==> config.mk <==
export PLATFORM = sky130hd
export DESIGN_NAME = usf_core
export DESIGN_NICKNAME = d
export VERILOG_FILES = /design/src/logic/usf_pkg.sv /design/src/logic/usf_core.sv
export VERILOG_INCLUDE_DIRS = /design/src /design/src/logic
export SDC_FILE = /design/constraint.sdc
export NUM_CORES = 1
export LEC_CHECK = 0
export CORE_MARGIN = 2
export CORE_UTILIZATION = 35
export DETAILED_ROUTE_END_ITERATION = 6
export DONT_BUFFER_PORTS = 1
export SLEW_MARGIN = 20
export SYNTH_ARGS = -nofsm -noshare
export SYNTH_HDL_FRONTEND = slang
export SYNTH_SLANG_ARGS = --single-unit
export TNS_END_PERCENT = 50
==> constraint.sdc <==
create_clock -name mclk -period 3.2 [get_ports mclk]
set_clock_uncertainty 0.15 [all_clocks]
set_input_delay 0.96 -clock mclk [delete_from_list [all_inputs] [get_ports mclk]]
set_output_delay 0.96 -clock mclk [all_outputs]
set_load 0.05 [all_outputs]
==> src/logic/usf_consts.svh <==
// Register offsets, field positions, reset values and codes for usf_core.
`ifndef USF_CONSTS_SVH
`define USF_CONSTS_SVH
`define USF_OFF_EFC 8'h00
`define USF_OFF_TXLVL 8'h04
`define USF_OFF_START1 8'h08
`define USF_OFF_START2 8'h0C
`define USF_OFF_STOP1 8'h10
`define USF_OFF_STOP2 8'h14
`define USF_OFF_IER 8'h18
`define USF_OFF_ISR 8'h1C
`define USF_OFF_FCR 8'h20
`define USF_OFF_MCR 8'h24
`define USF_OFF_STAT 8'h28
`define USF_OFF_IRQ_ST 8'h2C
`define USF_OFF_IRQ_CLR 8'h30
`define USF_OFF_IRQ_EN 8'h34
`define USF_EFC_SPECIAL 5
`define USF_EFC_GATE 4
`define USF_EFC_RESET 8'h00
`define USF_TXLVL_RESET 8'h00
`define USF_FIFO128_BIT 0
`define USF_FCR_TXTRIG_LO 4
`define USF_IER_GATED 8'hF0
`define USF_ISR_GATED 8'h30
`define USF_FCR_GATED 8'h30
`define USF_MCR_GATED 8'hE0
`define USF_IRQ_SPECIAL 0
`define USF_IRQ_STOP 1
`define USF_IRQ_START 2
`define USF_IRQ_TXTRIG 3
`define USF_RESP_OKAY 2'b00
`define USF_RESP_SLVERR 2'b10
`endif

==> src/logic/usf_pkg.sv <==
// Types shared by the flow-control configuration block.
`default_nettype none
package usf_pkg;
   typedef enum logic [1:0]
   {
      TX_IDLE = 2'b00,
      TX_FIRST = 2'b01,
      TX_SECOND = 2'b10
   } usf_tx_st_t;
   typedef struct packed
   {
      logic [7:0] efc;
      logic [7:0] txlvl;
      logic [7:0] start1;
      logic [7:0] start2;
      logic [7:0] stop1;
      logic [7:0] stop2;
      logic [7:0] irq_enable_reg;
      logic [7:0] irq_status_reg;
      logic [7:0] fifo_ctrl_reg;
      logic [7:0] modem_ctrl_reg;
      logic [3:0] irq_st;
      logic [3:0] irq_en;
      logic suspended;
      logic rx_pend_start;
      logic rx_pend_stop;
      logic tx_pend_start;
      logic tx_pend_stop;
      usf_tx_st_t tx_st;
      logic tx_is_stop;
      logic [7:0] tx_data;
      logic tx_valid;
      logic [7:0] rx_data;
      logic rx_valid;
      logic awv;
      logic [7:0] awa;
      logic wv;
      logic [31:0] wd;
      logic [3:0] ws;
      logic bvalid;
      logic [1:0] bresp;
      logic rvalid;
      logic [31:0] rdata;
      logic [1:0] rresp;
   } usf_state_t;
endpackage
`default_nettype wire

==> src/logic/usf_core.sv <==
// UART software flow control, special character detect and tx trigger.
//
// The register addresses and the AXI4-Lite slave port were left to the implementer.
`timescale 1ns/1ps
`default_nettype none
`include "usf_consts.svh"
////////////////////////////////////////////////////////////////////////////
// Functional notes
// - Special detect: match second stop, store, flag
// - Character bit zero compares received LSB
// - Gate bit permits gated writes; clear freezes
// - Gated settings act with gate clear; reset keeps them
// - Selection bits reset to zero
// - Upper bits pick transmitted flow characters
// - Lower bits pick receive comparison pair
// - Lower 11 with upper not 11 accepts either pair's characters
// - All ones: two-character sequences both ways
// - Trigger level 1..255, zero means one
// - Level register only in 128-byte mode
// - Dual characters sent and matched back-to-back
module usf_core
#(
   parameter int FIFO_DEPTH = 128
)
(
   input wire logic mclk,
   input wire logic reset,
   input wire logic s_axi_awvalid,
   output logic s_axi_awready,
   input wire logic [7:0] s_axi_awaddr,
   input wire logic s_axi_wvalid,
   output logic s_axi_wready,
   input wire logic [31:0] s_axi_wdata,
   input wire logic [3:0] s_axi_wstrb,
   output logic s_axi_bvalid,
   input wire logic s_axi_bready,
   output logic [1:0] s_axi_bresp,
   input wire logic s_axi_arvalid,
   output logic s_axi_arready,
   input wire logic [7:0] s_axi_araddr,
   output logic s_axi_rvalid,
   input wire logic s_axi_rready,
   output logic [31:0] s_axi_rdata,
   output logic [1:0] s_axi_rresp,
   input wire logic rx_char_valid,
   input wire logic [7:0] rx_char,
   output logic rx_fifo_valid,
   output logic [7:0] rx_fifo_data,
   input wire logic [7:0] tx_free_spaces,
   input wire logic rx_high,
   input wire logic rx_low,
   output logic tx_suspend,
   output logic tx_flow_valid,
   output logic [7:0] tx_flow_char,
   input wire logic tx_flow_ready,
   output logic [7:0] tx_trigger_level,
   output logic irq
);
   usf_pkg::usf_state_t s_r;
   usf_pkg::usf_state_t s_nxt;
   logic [1:0] txsel;
   logic [1:0] rxsel;
   logic [7:0] lvl128;
   logic [7:0] lvl32;
   logic m_s1;
   logic m_s2;
   logic m_p1;
   logic m_p2;
   logic got_start;
   logic got_stop;
   logic [3:0] ev;
   logic wr_go;
   logic [7:0] wb;
   logic we;

   // Whole-byte compare; bit zero of each character meets the received LSB.
   function automatic logic char_eq(input logic [7:0] a, input logic [7:0] b);
      char_eq = (a[0] == b[0]) && (a[7:1] == b[7:1]);
   endfunction
   // Merge byte lane zero of a write under a mask of writable bits.
   function automatic logic [7:0] merge(input logic [7:0] old,
      input logic [7:0] wd, input logic en, input logic [7:0] msk);
      merge = en ? ((old & ~msk) | (wd & msk)) : old;
   endfunction
   ////////////////////////////////////////////////////////////////////////
   // Decode of selection bits and the trigger level.
   assign txsel = s_r.efc[3:2];
   assign rxsel = s_r.efc[1:0];
   assign lvl128 = (s_r.txlvl == 8'h00) ? 8'h01 : s_r.txlvl;
   // In 32-byte mode the level comes from the fifo control trigger field.
   assign lvl32 = {3'b000, s_r.fifo_ctrl_reg[`USF_FCR_TXTRIG_LO+1:`USF_FCR_TXTRIG_LO],
      3'b000} + 8'h01;
   assign tx_trigger_level = s_r.fifo_ctrl_reg[`USF_FIFO128_BIT] ? lvl128
      : lvl32;
   assign m_s1 = char_eq(rx_char, s_r.start1);
   assign m_s2 = char_eq(rx_char, s_r.start2);
   assign m_p1 = char_eq(rx_char, s_r.stop1);
   assign m_p2 = char_eq(rx_char, s_r.stop2);
   assign wr_go = s_r.awv && s_r.wv && !s_r.bvalid;
   assign wb = s_r.wd[7:0];
   assign we = s_r.ws[0];

   ////////////////////////////////////////////////////////////////////////
   // Receive compare: single, either-pair and two-character sequence forms.
   always_comb
   begin
      got_start = 1'b0;
      got_stop = 1'b0;
      if (rx_char_valid)
      begin
         unique case (rxsel)
            2'b10:
            begin
               got_start = m_s1;
               got_stop = m_p1;
            end
            2'b01:
            begin
               got_start = m_s2;
               got_stop = m_p2;
            end
            2'b11:
            begin
               if (txsel == 2'b11)
               begin
                  // Second character must follow the first directly.
                  got_start = s_r.rx_pend_start && m_s2;
                  got_stop = s_r.rx_pend_stop && m_p2;
               end
               else
               begin
                  got_start = m_s1 || m_s2;
                  got_stop = m_p1 || m_p2;
               end
            end
            2'b00:
            begin
               got_start = 1'b0;
            end
         endcase
      end
   end

   ////////////////////////////////////////////////////////////////////////
   // Next state of every register, bus channel and flow sequencer.
   always_comb
   begin
      s_nxt = s_r;
      ev = 4'h0;
      // Receive path: characters always pass to the fifo side.
      s_nxt.rx_valid = rx_char_valid;
      if (rx_char_valid)
      begin
         s_nxt.rx_data = rx_char;
         s_nxt.rx_pend_start = m_s1;
         s_nxt.rx_pend_stop = m_p1;
         if (s_r.efc[`USF_EFC_SPECIAL] && m_p2)
         begin
            ev[`USF_IRQ_SPECIAL] = 1'b1;
         end
      end
      // Stop suspends after current character; start resumes.
      if (got_stop)
      begin
         s_nxt.suspended = 1'b1;
         ev[`USF_IRQ_STOP] = 1'b1;
      end
      else if (got_start)
      begin
         s_nxt.suspended = 1'b0;
         ev[`USF_IRQ_START] = 1'b1;
      end
      if (tx_free_spaces >= tx_trigger_level)
      begin
         ev[`USF_IRQ_TXTRIG] = 1'b1;
      end
      // Transmit flow requests: own receive fifo crossing its thresholds.
      if (txsel != 2'b00)
      begin
         if (rx_high)
         begin
            s_nxt.tx_pend_stop = 1'b1;
         end
         if (rx_low)
         begin
            s_nxt.tx_pend_start = 1'b1;
         end
      end
      unique case (s_r.tx_st)
         usf_pkg::TX_IDLE:
         begin
            if (s_nxt.tx_pend_stop || s_nxt.tx_pend_start)
            begin
               s_nxt.tx_is_stop = s_nxt.tx_pend_stop;
               s_nxt.tx_pend_stop = 1'b0;
               if (!s_nxt.tx_is_stop)
               begin
                  s_nxt.tx_pend_start = 1'b0;
               end
               s_nxt.tx_valid = 1'b1;
               s_nxt.tx_st = usf_pkg::TX_FIRST;
               if (txsel == 2'b01)
               begin
                  s_nxt.tx_data = s_nxt.tx_is_stop ? s_r.stop2 : s_r.start2;
               end
               else
               begin
                  s_nxt.tx_data = s_nxt.tx_is_stop ? s_r.stop1 : s_r.start1;
               end
            end
         end
         usf_pkg::TX_FIRST:
         begin
            if (tx_flow_ready)
            begin
               if (txsel == 2'b11)
               begin
                  // Pair goes out back to back.
                  s_nxt.tx_data = s_r.tx_is_stop ? s_r.stop2 : s_r.start2;
                  s_nxt.tx_st = usf_pkg::TX_SECOND;
               end
               else
               begin
                  s_nxt.tx_valid = 1'b0;
                  s_nxt.tx_st = usf_pkg::TX_IDLE;
               end
            end
         end
         usf_pkg::TX_SECOND:
         begin
            if (tx_flow_ready)
            begin
               s_nxt.tx_valid = 1'b0;
               s_nxt.tx_st = usf_pkg::TX_IDLE;
            end
         end
         default:
         begin
            s_nxt.tx_valid = 1'b0;
            s_nxt.tx_st = usf_pkg::TX_IDLE;
         end
      endcase
      // Write channels are taken independently, then answered together.
      if (s_axi_awvalid && !s_r.awv)
      begin
         s_nxt.awv = 1'b1;
         s_nxt.awa = s_axi_awaddr;
      end
      if (s_axi_wvalid && !s_r.wv)
      begin
         s_nxt.wv = 1'b1;
         s_nxt.wd = s_axi_wdata;
         s_nxt.ws = s_axi_wstrb;
      end
      if (wr_go)
      begin
         s_nxt.awv = 1'b0;
         s_nxt.wv = 1'b0;
         s_nxt.bvalid = 1'b1;
         s_nxt.bresp = `USF_RESP_OKAY;
         case (s_r.awa)
            `USF_OFF_EFC: s_nxt.efc = merge(s_r.efc, wb, we, 8'hFF);
            `USF_OFF_TXLVL: s_nxt.txlvl = merge(s_r.txlvl, wb, we, 8'hFF);
            `USF_OFF_START1: s_nxt.start1 = merge(s_r.start1, wb, we, 8'hFF);
            `USF_OFF_START2: s_nxt.start2 = merge(s_r.start2, wb, we, 8'hFF);
            `USF_OFF_STOP1: s_nxt.stop1 = merge(s_r.stop1, wb, we, 8'hFF);
            `USF_OFF_STOP2: s_nxt.stop2 = merge(s_r.stop2, wb, we, 8'hFF);
            // Gated upper bits change only while the gate is set.
            `USF_OFF_IER: s_nxt.irq_enable_reg = merge(s_r.irq_enable_reg, wb, we,
               s_r.efc[`USF_EFC_GATE] ? 8'hFF : ~`USF_IER_GATED);
            `USF_OFF_ISR: s_nxt.irq_status_reg = merge(s_r.irq_status_reg, wb, we,
               s_r.efc[`USF_EFC_GATE] ? 8'hFF : ~`USF_ISR_GATED);
            `USF_OFF_FCR: s_nxt.fifo_ctrl_reg = merge(s_r.fifo_ctrl_reg, wb, we,
               s_r.efc[`USF_EFC_GATE] ? 8'hFF : ~`USF_FCR_GATED);
            `USF_OFF_MCR: s_nxt.modem_ctrl_reg = merge(s_r.modem_ctrl_reg, wb, we,
               s_r.efc[`USF_EFC_GATE] ? 8'hFF : ~`USF_MCR_GATED);
            `USF_OFF_IRQ_CLR:
            begin
               if (s_r.ws[0])
               begin
                  s_nxt.irq_st = s_r.irq_st & ~wb[3:0];
               end
            end
            `USF_OFF_IRQ_EN: s_nxt.irq_en = s_r.ws[0] ? wb[3:0] : s_r.irq_en;
            `USF_OFF_STAT, `USF_OFF_IRQ_ST: s_nxt.bresp = `USF_RESP_OKAY;
            default: s_nxt.bresp = `USF_RESP_SLVERR;
         endcase
      end
      if (s_r.bvalid && s_axi_bready)
      begin
         s_nxt.bvalid = 1'b0;
      end
      // New events win over a same-cycle clear or register write.
      s_nxt.irq_st = s_nxt.irq_st | ev;
      s_nxt.irq_status_reg[4] = s_nxt.irq_status_reg[4] | ev[`USF_IRQ_SPECIAL];
      // Reads answer one cycle after the address is taken.
      if (s_r.rvalid && s_axi_rready)
      begin
         s_nxt.rvalid = 1'b0;
      end
      if (s_axi_arvalid && !s_r.rvalid)
      begin
         s_nxt.rvalid = 1'b1;
         s_nxt.rresp = `USF_RESP_OKAY;
         s_nxt.rdata = 32'h0000_0000;
         case (s_axi_araddr)
            `USF_OFF_EFC: s_nxt.rdata[7:0] = s_r.efc;
            `USF_OFF_TXLVL: s_nxt.rdata[7:0] = s_r.txlvl;
            `USF_OFF_START1: s_nxt.rdata[7:0] = s_r.start1;
            `USF_OFF_START2: s_nxt.rdata[7:0] = s_r.start2;
            `USF_OFF_STOP1: s_nxt.rdata[7:0] = s_r.stop1;
            `USF_OFF_STOP2: s_nxt.rdata[7:0] = s_r.stop2;
            `USF_OFF_IER: s_nxt.rdata[7:0] = s_r.irq_enable_reg;
            `USF_OFF_ISR: s_nxt.rdata[7:0] = s_r.irq_status_reg;
            `USF_OFF_FCR: s_nxt.rdata[7:0] = s_r.fifo_ctrl_reg;
            `USF_OFF_MCR: s_nxt.rdata[7:0] = s_r.modem_ctrl_reg;
            `USF_OFF_STAT: s_nxt.rdata[7:0] = {s_r.tx_valid, s_r.suspended,
               tx_trigger_level[5:0]};
            `USF_OFF_IRQ_ST: s_nxt.rdata[3:0] = s_r.irq_st;
            `USF_OFF_IRQ_EN: s_nxt.rdata[3:0] = s_r.irq_en;
            `USF_OFF_IRQ_CLR: s_nxt.rdata[3:0] = 4'h0;
            default: s_nxt.rresp = `USF_RESP_SLVERR;
         endcase
      end
   end

   ////////////////////////////////////////////////////////////////////////
   // State register. Gated fields keep their values across a soft reset so
   // the user settings stay in force with the gate clear.
   always_ff @(posedge mclk)
   begin
      if (reset)
      begin
         s_r <= '0;
         s_r.efc <= `USF_EFC_RESET;
         s_r.txlvl <= `USF_TXLVL_RESET;
         s_r.tx_st <= usf_pkg::TX_IDLE;
         s_r.irq_enable_reg <= s_r.irq_enable_reg & `USF_IER_GATED;
         s_r.irq_status_reg <= s_r.irq_status_reg & `USF_ISR_GATED;
         s_r.fifo_ctrl_reg <= s_r.fifo_ctrl_reg & `USF_FCR_GATED;
         s_r.modem_ctrl_reg <= s_r.modem_ctrl_reg & `USF_MCR_GATED;
      end
      else
      begin
         s_r <= s_nxt;
      end
   end

   ////////////////////////////////////////////////////////////////////////
   // Outputs.
   assign s_axi_awready = !s_r.awv;
   assign s_axi_wready = !s_r.wv;
   assign s_axi_bvalid = s_r.bvalid;
   assign s_axi_bresp = s_r.bresp;
   assign s_axi_arready = !s_r.rvalid;
   assign s_axi_rvalid = s_r.rvalid;
   assign s_axi_rdata = s_r.rdata;
   assign s_axi_rresp = s_r.rresp;
   assign rx_fifo_valid = s_r.rx_valid;
   assign rx_fifo_data = s_r.rx_data;
   assign tx_suspend = s_r.suspended;
   assign tx_flow_valid = s_r.tx_valid;
   assign tx_flow_char = s_r.tx_data;
   // Level interrupt: any enabled sticky status bit holds it high.
   assign irq = |(s_r.irq_st & s_r.irq_en);
endmodule
`default_nettype wire

==> results of run 1 <==
[synth_stat cells (6+ instances only)]
cell type | n | share of area [%]
mux2i_1 | 75 | 9.6
inv_1 | 18 | 0.87
nor2b_1 | 13 | 1.0
a22oi_1 | 12 | 1.2
o21ai_0 | 13 | 0.84
buf_2 | 20 | 1.3
edfxtp_1 | 11 | 4.2
nand3_1 | 43 | 2.8
nand2_1 | 96 | 4.6
a21oi_1 | 64 | 4.1
a211oi_1 | 12 | 1.2
buf_4 | 53 | 5.1
xor2_1 | 16 | 1.8
and3_1 | 6 | 0.48
ha_1 | 8 | 1.3
clkbuf_1 | 38 | 1.8
xnor2_1 | 15 | 1.7
nor3_1 | 15 | 0.96
dfxtp_1 | 134 | 34
mux4_2 | 11 | 3.2
mux2_2 | 10 | 1.4
nor2_1 | 112 | 5.4
nor4_1 | 6 | 0.48
[layer usage]
layer,vias up,GRT usage [%],wire [um]
met5,-,0,0
met4,0,7.41,607
met3,38,3.83,1620
met2,256,29.1,10300
met1,2971,26.9,10400
li1,2926,-,-
[state kept, by name, summed over array words and instances (netlist names), named ones only]
| signal | count |
|---|---|
| s_axi_rdata | 8 |
| tx_suspend | 1 |
| tx_flow_char | 8 |
| rxsel | 2 |
| rx_fifo_valid | 1 |
| tx_flow_valid | 1 |
| rx_fifo_data | 8 |
| s_axi_rvalid | 1 |
| s_axi_rresp | 1 |
| s_r | 102 |
| s_axi_bvalid | 1 |
| s_axi_bresp | 1 |
[area by class of cell]
class / instances / area, um^2
Timing Repair Buffer: 19 / 143
Fill cell: 2206 / 13600
Clock buffer: 22 / 484
Tap cell: 280 / 350
Inverter: 18 / 67.6
Multi-Input combinational cell: 631 / 4110
Clock inverter: 9 / 81.3
Sequential cell: 145 / 3010
[cells by family after synthesis]
group / synth area share (%)
XOR/XNOR: 3.48
adder cells (fa/ha/maj): 1.28
multiplexers: 14.6
AO/OA/AOI/OAI: 12.2
AND/OR/NAND/NOR: 19.8
flip-flops: 38.7
other: 0.0481
buffers and inverters: 9.94
[path summary, 6_finish.rpt]
kind / startpoint / end / slack [ns] / cells after the start
min reg2reg: s_r[38] / s_r[38] / 0.32 / 2
max reg2reg: s_r[185] / s_r[117] / 0.56 / 9
max: s_r[185] / tx_trigger_level[0] / 0.17 / 3
min: s_r[38] / s_r[38] / 0.32 / 2
[through the flow]
stage / hold WS [ns] / setup slack, ns / cell area (um^2) / total power [mW]
detailed placement: 0.308 / 0.587 / 7680 / 2.23
global route: 0.347 / 0.137 / 8250 / 4.24
global placement: 0.305 / 0.588 / 7680 / 2.22
CTS: 0.316 / 0.161 / 8250 / 4.15
finish: 0.317 / 0.171 / 8250 / 4.12
floorplan: 0.274 / 0.264 / 7900 / 2.26
[worst max-delay path: stages (launching register included)]
cell     delay, ns
dfxtp_1       0.36
or4_1         0.61
o41ai_4       0.26
buf_4         0.26
[power groups by stage]
stage	clock network, mW	logic [mW]	registers [mW]
6_report	1.93	0.247	1.94
5_1_grt	2.03	0.266	1.95
4_1_cts	1.96	0.245	1.94
3_5_place_dp	0	0.244	1.98
3_3_place_gp	0	0.243	1.98
2_1_floorplan	0	0.343	1.92
==> results_dict.tcl, run 1 <==
set metrics [dict create \
    status "completed" \
    diodes 0 \
    synthArstFlopShare_pct 0 \
    slew_headroom_pct 51.9 \
    cp_max_fo 4 \
    die_w_um 153 \
    htree_levels 4 \
    postCtsResizedCells 0 \
    cts.sinks 145 \
    fin_util_pct 37.8 \
    clock_latency_ns 0.43 \
    cp-end-kind "output pin" \
    antenna_found_initial 0 \
    yosys_warnings 0 \
    drt-total-wl_um 22800 \
    tritoncts "yes" \
    period_needed_ns 3.03 \
    synth_flop_cell "dfxtp_1" \
    cts_hold_buf 0 \
    timing.final.crit_share_pct 94.6 \
    worst_setup_path_start_kind "flop" \
    yosysSeqAreaShare_pct 38.7 \
    crit_type "reg2out" \
    tightest_slew_ns 0.721 \
    first_pass_iters 5 \
    intPower_mw 3.08 \
    top_level_ports 148 \
    drive_above_1_share_pct 9.95 \
    grt_max_degree 127 \
    synth_edf_count 11 \
    share_seq_of_total_power_pct 47.1 \
    tns_ns 0 \
    port_buffers 0 \
    p_comb_share_pct 6.0 \
    fin_nets 919 \
    core_area_um2 21800 \
    die_y_um 153 \
    grt_pass1_wl_um 34500 \
    globalRouteOverflowTotal 0 \
    vdd.ir_drop.worst_mv 0.357 \
    dieArea_um2 23500 \
    hpwl_um 16300 \
    p_clk_share_pct 46.9 \
    mostFrequentLayoutCells "134 x dfxtp_1, 112 x nor2_1, 96 x nand2_1" \
    avgSynthCellArea_um2 8.77 \
    maxCapViolations 0 \
    placed_cells 1093 \
    slew_viol_final 0 \
    rsz0062_at_grt "false" \
    power_switching_mw 1.04 \
    synth-seq-cells 145 \
    stdcell_count 1124 \
    switching_share_pct 25.4 \
    area_growth_pct 5.86 \
    grt_pass1_vias 5625 \
    arrival_ns 1.92 \
    path_clk_slew_ns 0.06 \
    gp_congestion 0.905 \
    ys_types 70 \
    drtIter0Drc 544 \
    leakage_nw 3.15 \
    cts_inserted_buffers 17 \
    num_rows 54 \
    worstPathRequired_ns 2.09 \
    syn_area_um2 7790 \
    cts_root_buffer "clkbuf_16" \
    fmax_ghz 0.330 \
    drtAntennaViolNets 0 \
    vias 6191 \
    start_util_pct 35.7 \
    finalSetupViolations 0 \
    clockBufferDepth 2 \
    grtUsageTotal_pct 19.2 \
    hold_class "reg2reg" \
    hold_viol 0 \
    drc 0 \
    post_cts_buffers 0 \
    wire_per_inst_um 20.3 \
    final_common_cell "dfxtp_1" \
    avgViaCountPerCell 5.51 \
    syn_inst 888 \
    power_density_nw_per_um2 500 \
]
Power figures use the tool's default switching activity.
==> inputs of run 2 (changes only) <==
==> constraint.sdc (replaced) <==
create_clock -name mclk -period 3.6 [get_ports mclk]
set_clock_uncertainty 0.15 [all_clocks]
set_input_delay 1.08 -clock mclk [delete_from_list [all_inputs] [get_ports mclk]]
set_output_delay 1.08 -clock mclk [all_outputs]
set_load 0.05 [all_outputs]
==> run 2 against run 1 <==
Cell area is 0.27% lower. Wire length is 2.0% lower. Worst hold slack better by 0.0040 ns. Via count is 1.5% lower. Die area stayed put. Worst setup slack better by 0.24 ns. Flip-flop and latch count stayed put. Sequential power is 11% lower. Sequential share of layout area is 0.10 points higher. Critical path depth stayed put. Power is 9.8% lower. Register-to-register slack better by 0.35 ns. Critical path type unchanged. Critical endpoint unchanged. Largest cell class unchanged. Highest routed layer unchanged.
==> results_dict.tcl, run 2 (same netlist as run 1, synthesis figures left out) <==
set metrics [dict create \
    fin_nets 912 \
    diodes 0 \
    setup_slack_ns 0.408 \
    start_util_pct 35.7 \
    tightest_slew_ns 0.882 \
    mostFrequentLayoutCells "134 x dfxtp_1, 112 x nor2_1, 96 x nand2_1" \
    grt_pass1_wl_um 34400 \
    cp_max_fo 4 \
    die_w_um 153 \
    tritoncts "yes" \
    largest_reg_flops 102 \
    path_clk_slew_ns 0.06 \
    rr_endpoint "s_r[117]" \
    port_buffers 0 \
    timing.final.crit_share_pct 88.7 \
    fin_util_pct 37.7 \
    final_common_cell "dfxtp_1" \
    crit_start "s_r[185]" \
    area_growth_pct 5.57 \
    hpwl_um 16100 \
    globalRouteOverflowTotal 0 \
    leakage_nw 3.12 \
    status "completed" \
    cts_inserted_buffers 17 \
    wire_per_inst_um 20.0 \
    slew_headroom_pct 41.1 \
    dieArea_um2 23500 \
    crit_path_end "tx_trigger_level[0]" \
    clockBufferDepth 2 \
    r2r-start "s_r[185]" \
    hold_viol 0 \
    worst_setup_path_start_kind "flop" \
    largest_register "s_r" \
    slew_viol_final 0 \
    rrSetupSlack_ns 0.91 \
    hold_ws_ns 0.321 \
    grt_pass1_vias 5682 \
    clock_latency_ns 0.43 \
    drtIter0Drc 706 \
    nFillCells 2214 \
    power_density_nw_per_um2 452 \
    cts_hold_buf 0 \
    post_cts_buffers 0 \
    finalSetupViolations 0 \
    die_y_um 153 \
    arrival_ns 1.96 \
    cts.sinks 145 \
    antenna_found_initial 0 \
    drtAntennaViolNets 0 \
    crit_type "reg2out" \
    vdd.ir_drop.worst_mv 0.280 \
    drt-total-wl_um 22400 \
    rsz0062_at_grt "false" \
    p_total_mw 3.72 \
    htree_levels 4 \
    grtUsageTotal_pct 19.1 \
    cts_root_buffer "clkbuf_16" \
    hold_class "reg2reg" \
    drc 0 \
    gp_congestion 0.923 \
    maxCapViolations 0 \
    core_area_um2 21800 \
    grt_max_degree 127 \
    multiInputGateArea_um2 4110 \
    drive_above_1_share_pct 8.95 \
    num_rows 54 \
    dp_slack_ns 0.807 \
    postCtsResizedCells 0 \
    vias 6101 \
    reg2regPathDepth 9 \
    tns_ns 0 \
    top_level_ports 148 \
    avgViaCountPerCell 5.46 \
    register_area_um2 3010 \
    first_pass_iters 7 \
    period_needed_ns 3.19 \
    fmax_ghz 0.313 \
    worstPathRequired_ns 2.37 \
    cp-end-kind "output pin" \
]
[run 2: cell types whose count changed in the layout (fill, tap and decap cells not counted), sizes merged]
cell,delta
clkinv,-2
buf,-7
clkinvlp,+1
inv,-2
bufinv,+1
clkbuf,+3
[run 2: report_power, final]
part           leakage [nW]  total (mW)  switching [mW]  internal (mW)
combinational          1.65       0.216           0.150         0.0660
sequential             1.19        1.73          0.0775           1.65
clock                 0.280        1.78           0.680           1.10
total                  3.12        3.72           0.908           2.81
[run 2: worst min path at each step]
stage	depth (start not counted)	slack [ns]	to	startpoint
after global routing	2	0.35	s_r[38]	s_r[38]
final	2	0.32	s_r[38]	s_r[38]
after detailed placement	2	0.31	s_r[38]	s_r[38]
after global placement	2	0.30	s_r[38]	s_r[38]
after floorplan	0	0.27	flop	s_r[48]
after CTS	2	0.32	s_r[38]	s_r[38]
[run 2: layer usage]
| layer | GRT usage [%] | wire length, um | vias to the layer above |
|---|---|---|---|
| met5 | 0 | 0 | - |
| met2 | 28.3 | 9690 | 249 |
| li1 | - | - | 2916 |
| met4 | 9.26 | 767 | 0 |
| met1 | 26.3 | 10300 | 2879 |
| met3 | 4.17 | 1670 | 57 |
[run 2: layout make-up]
cell class | instances | area share (%)
Sequential cell | 145 | 36.6
Tap cell | 280 | 4.26
Timing Repair Buffer | 12 | 1.10
Clock inverter | 7 | 1.22
Clock buffer | 25 | 6.02
Inverter | 18 | 0.821
Multi-Input combinational cell | 631 | 50.0
[run 2: critical path, stage by stage, from the launching register on]
cell     delay (ns)
dfxtp_1        0.36
or4_1          0.62
o41ai_4        0.28
buf_4          0.27
[run 2: per-stage QoR]
stage | cells | instance area (um^2)
2_1_floorplan | 913 | 7890
3_3_place_gp | 1086 | 7630
3_5_place_dp | 1086 | 7630
4_1_cts | 1118 | 8230
5_1_grt | 1118 | 8230
6_report | 1118 | 8230
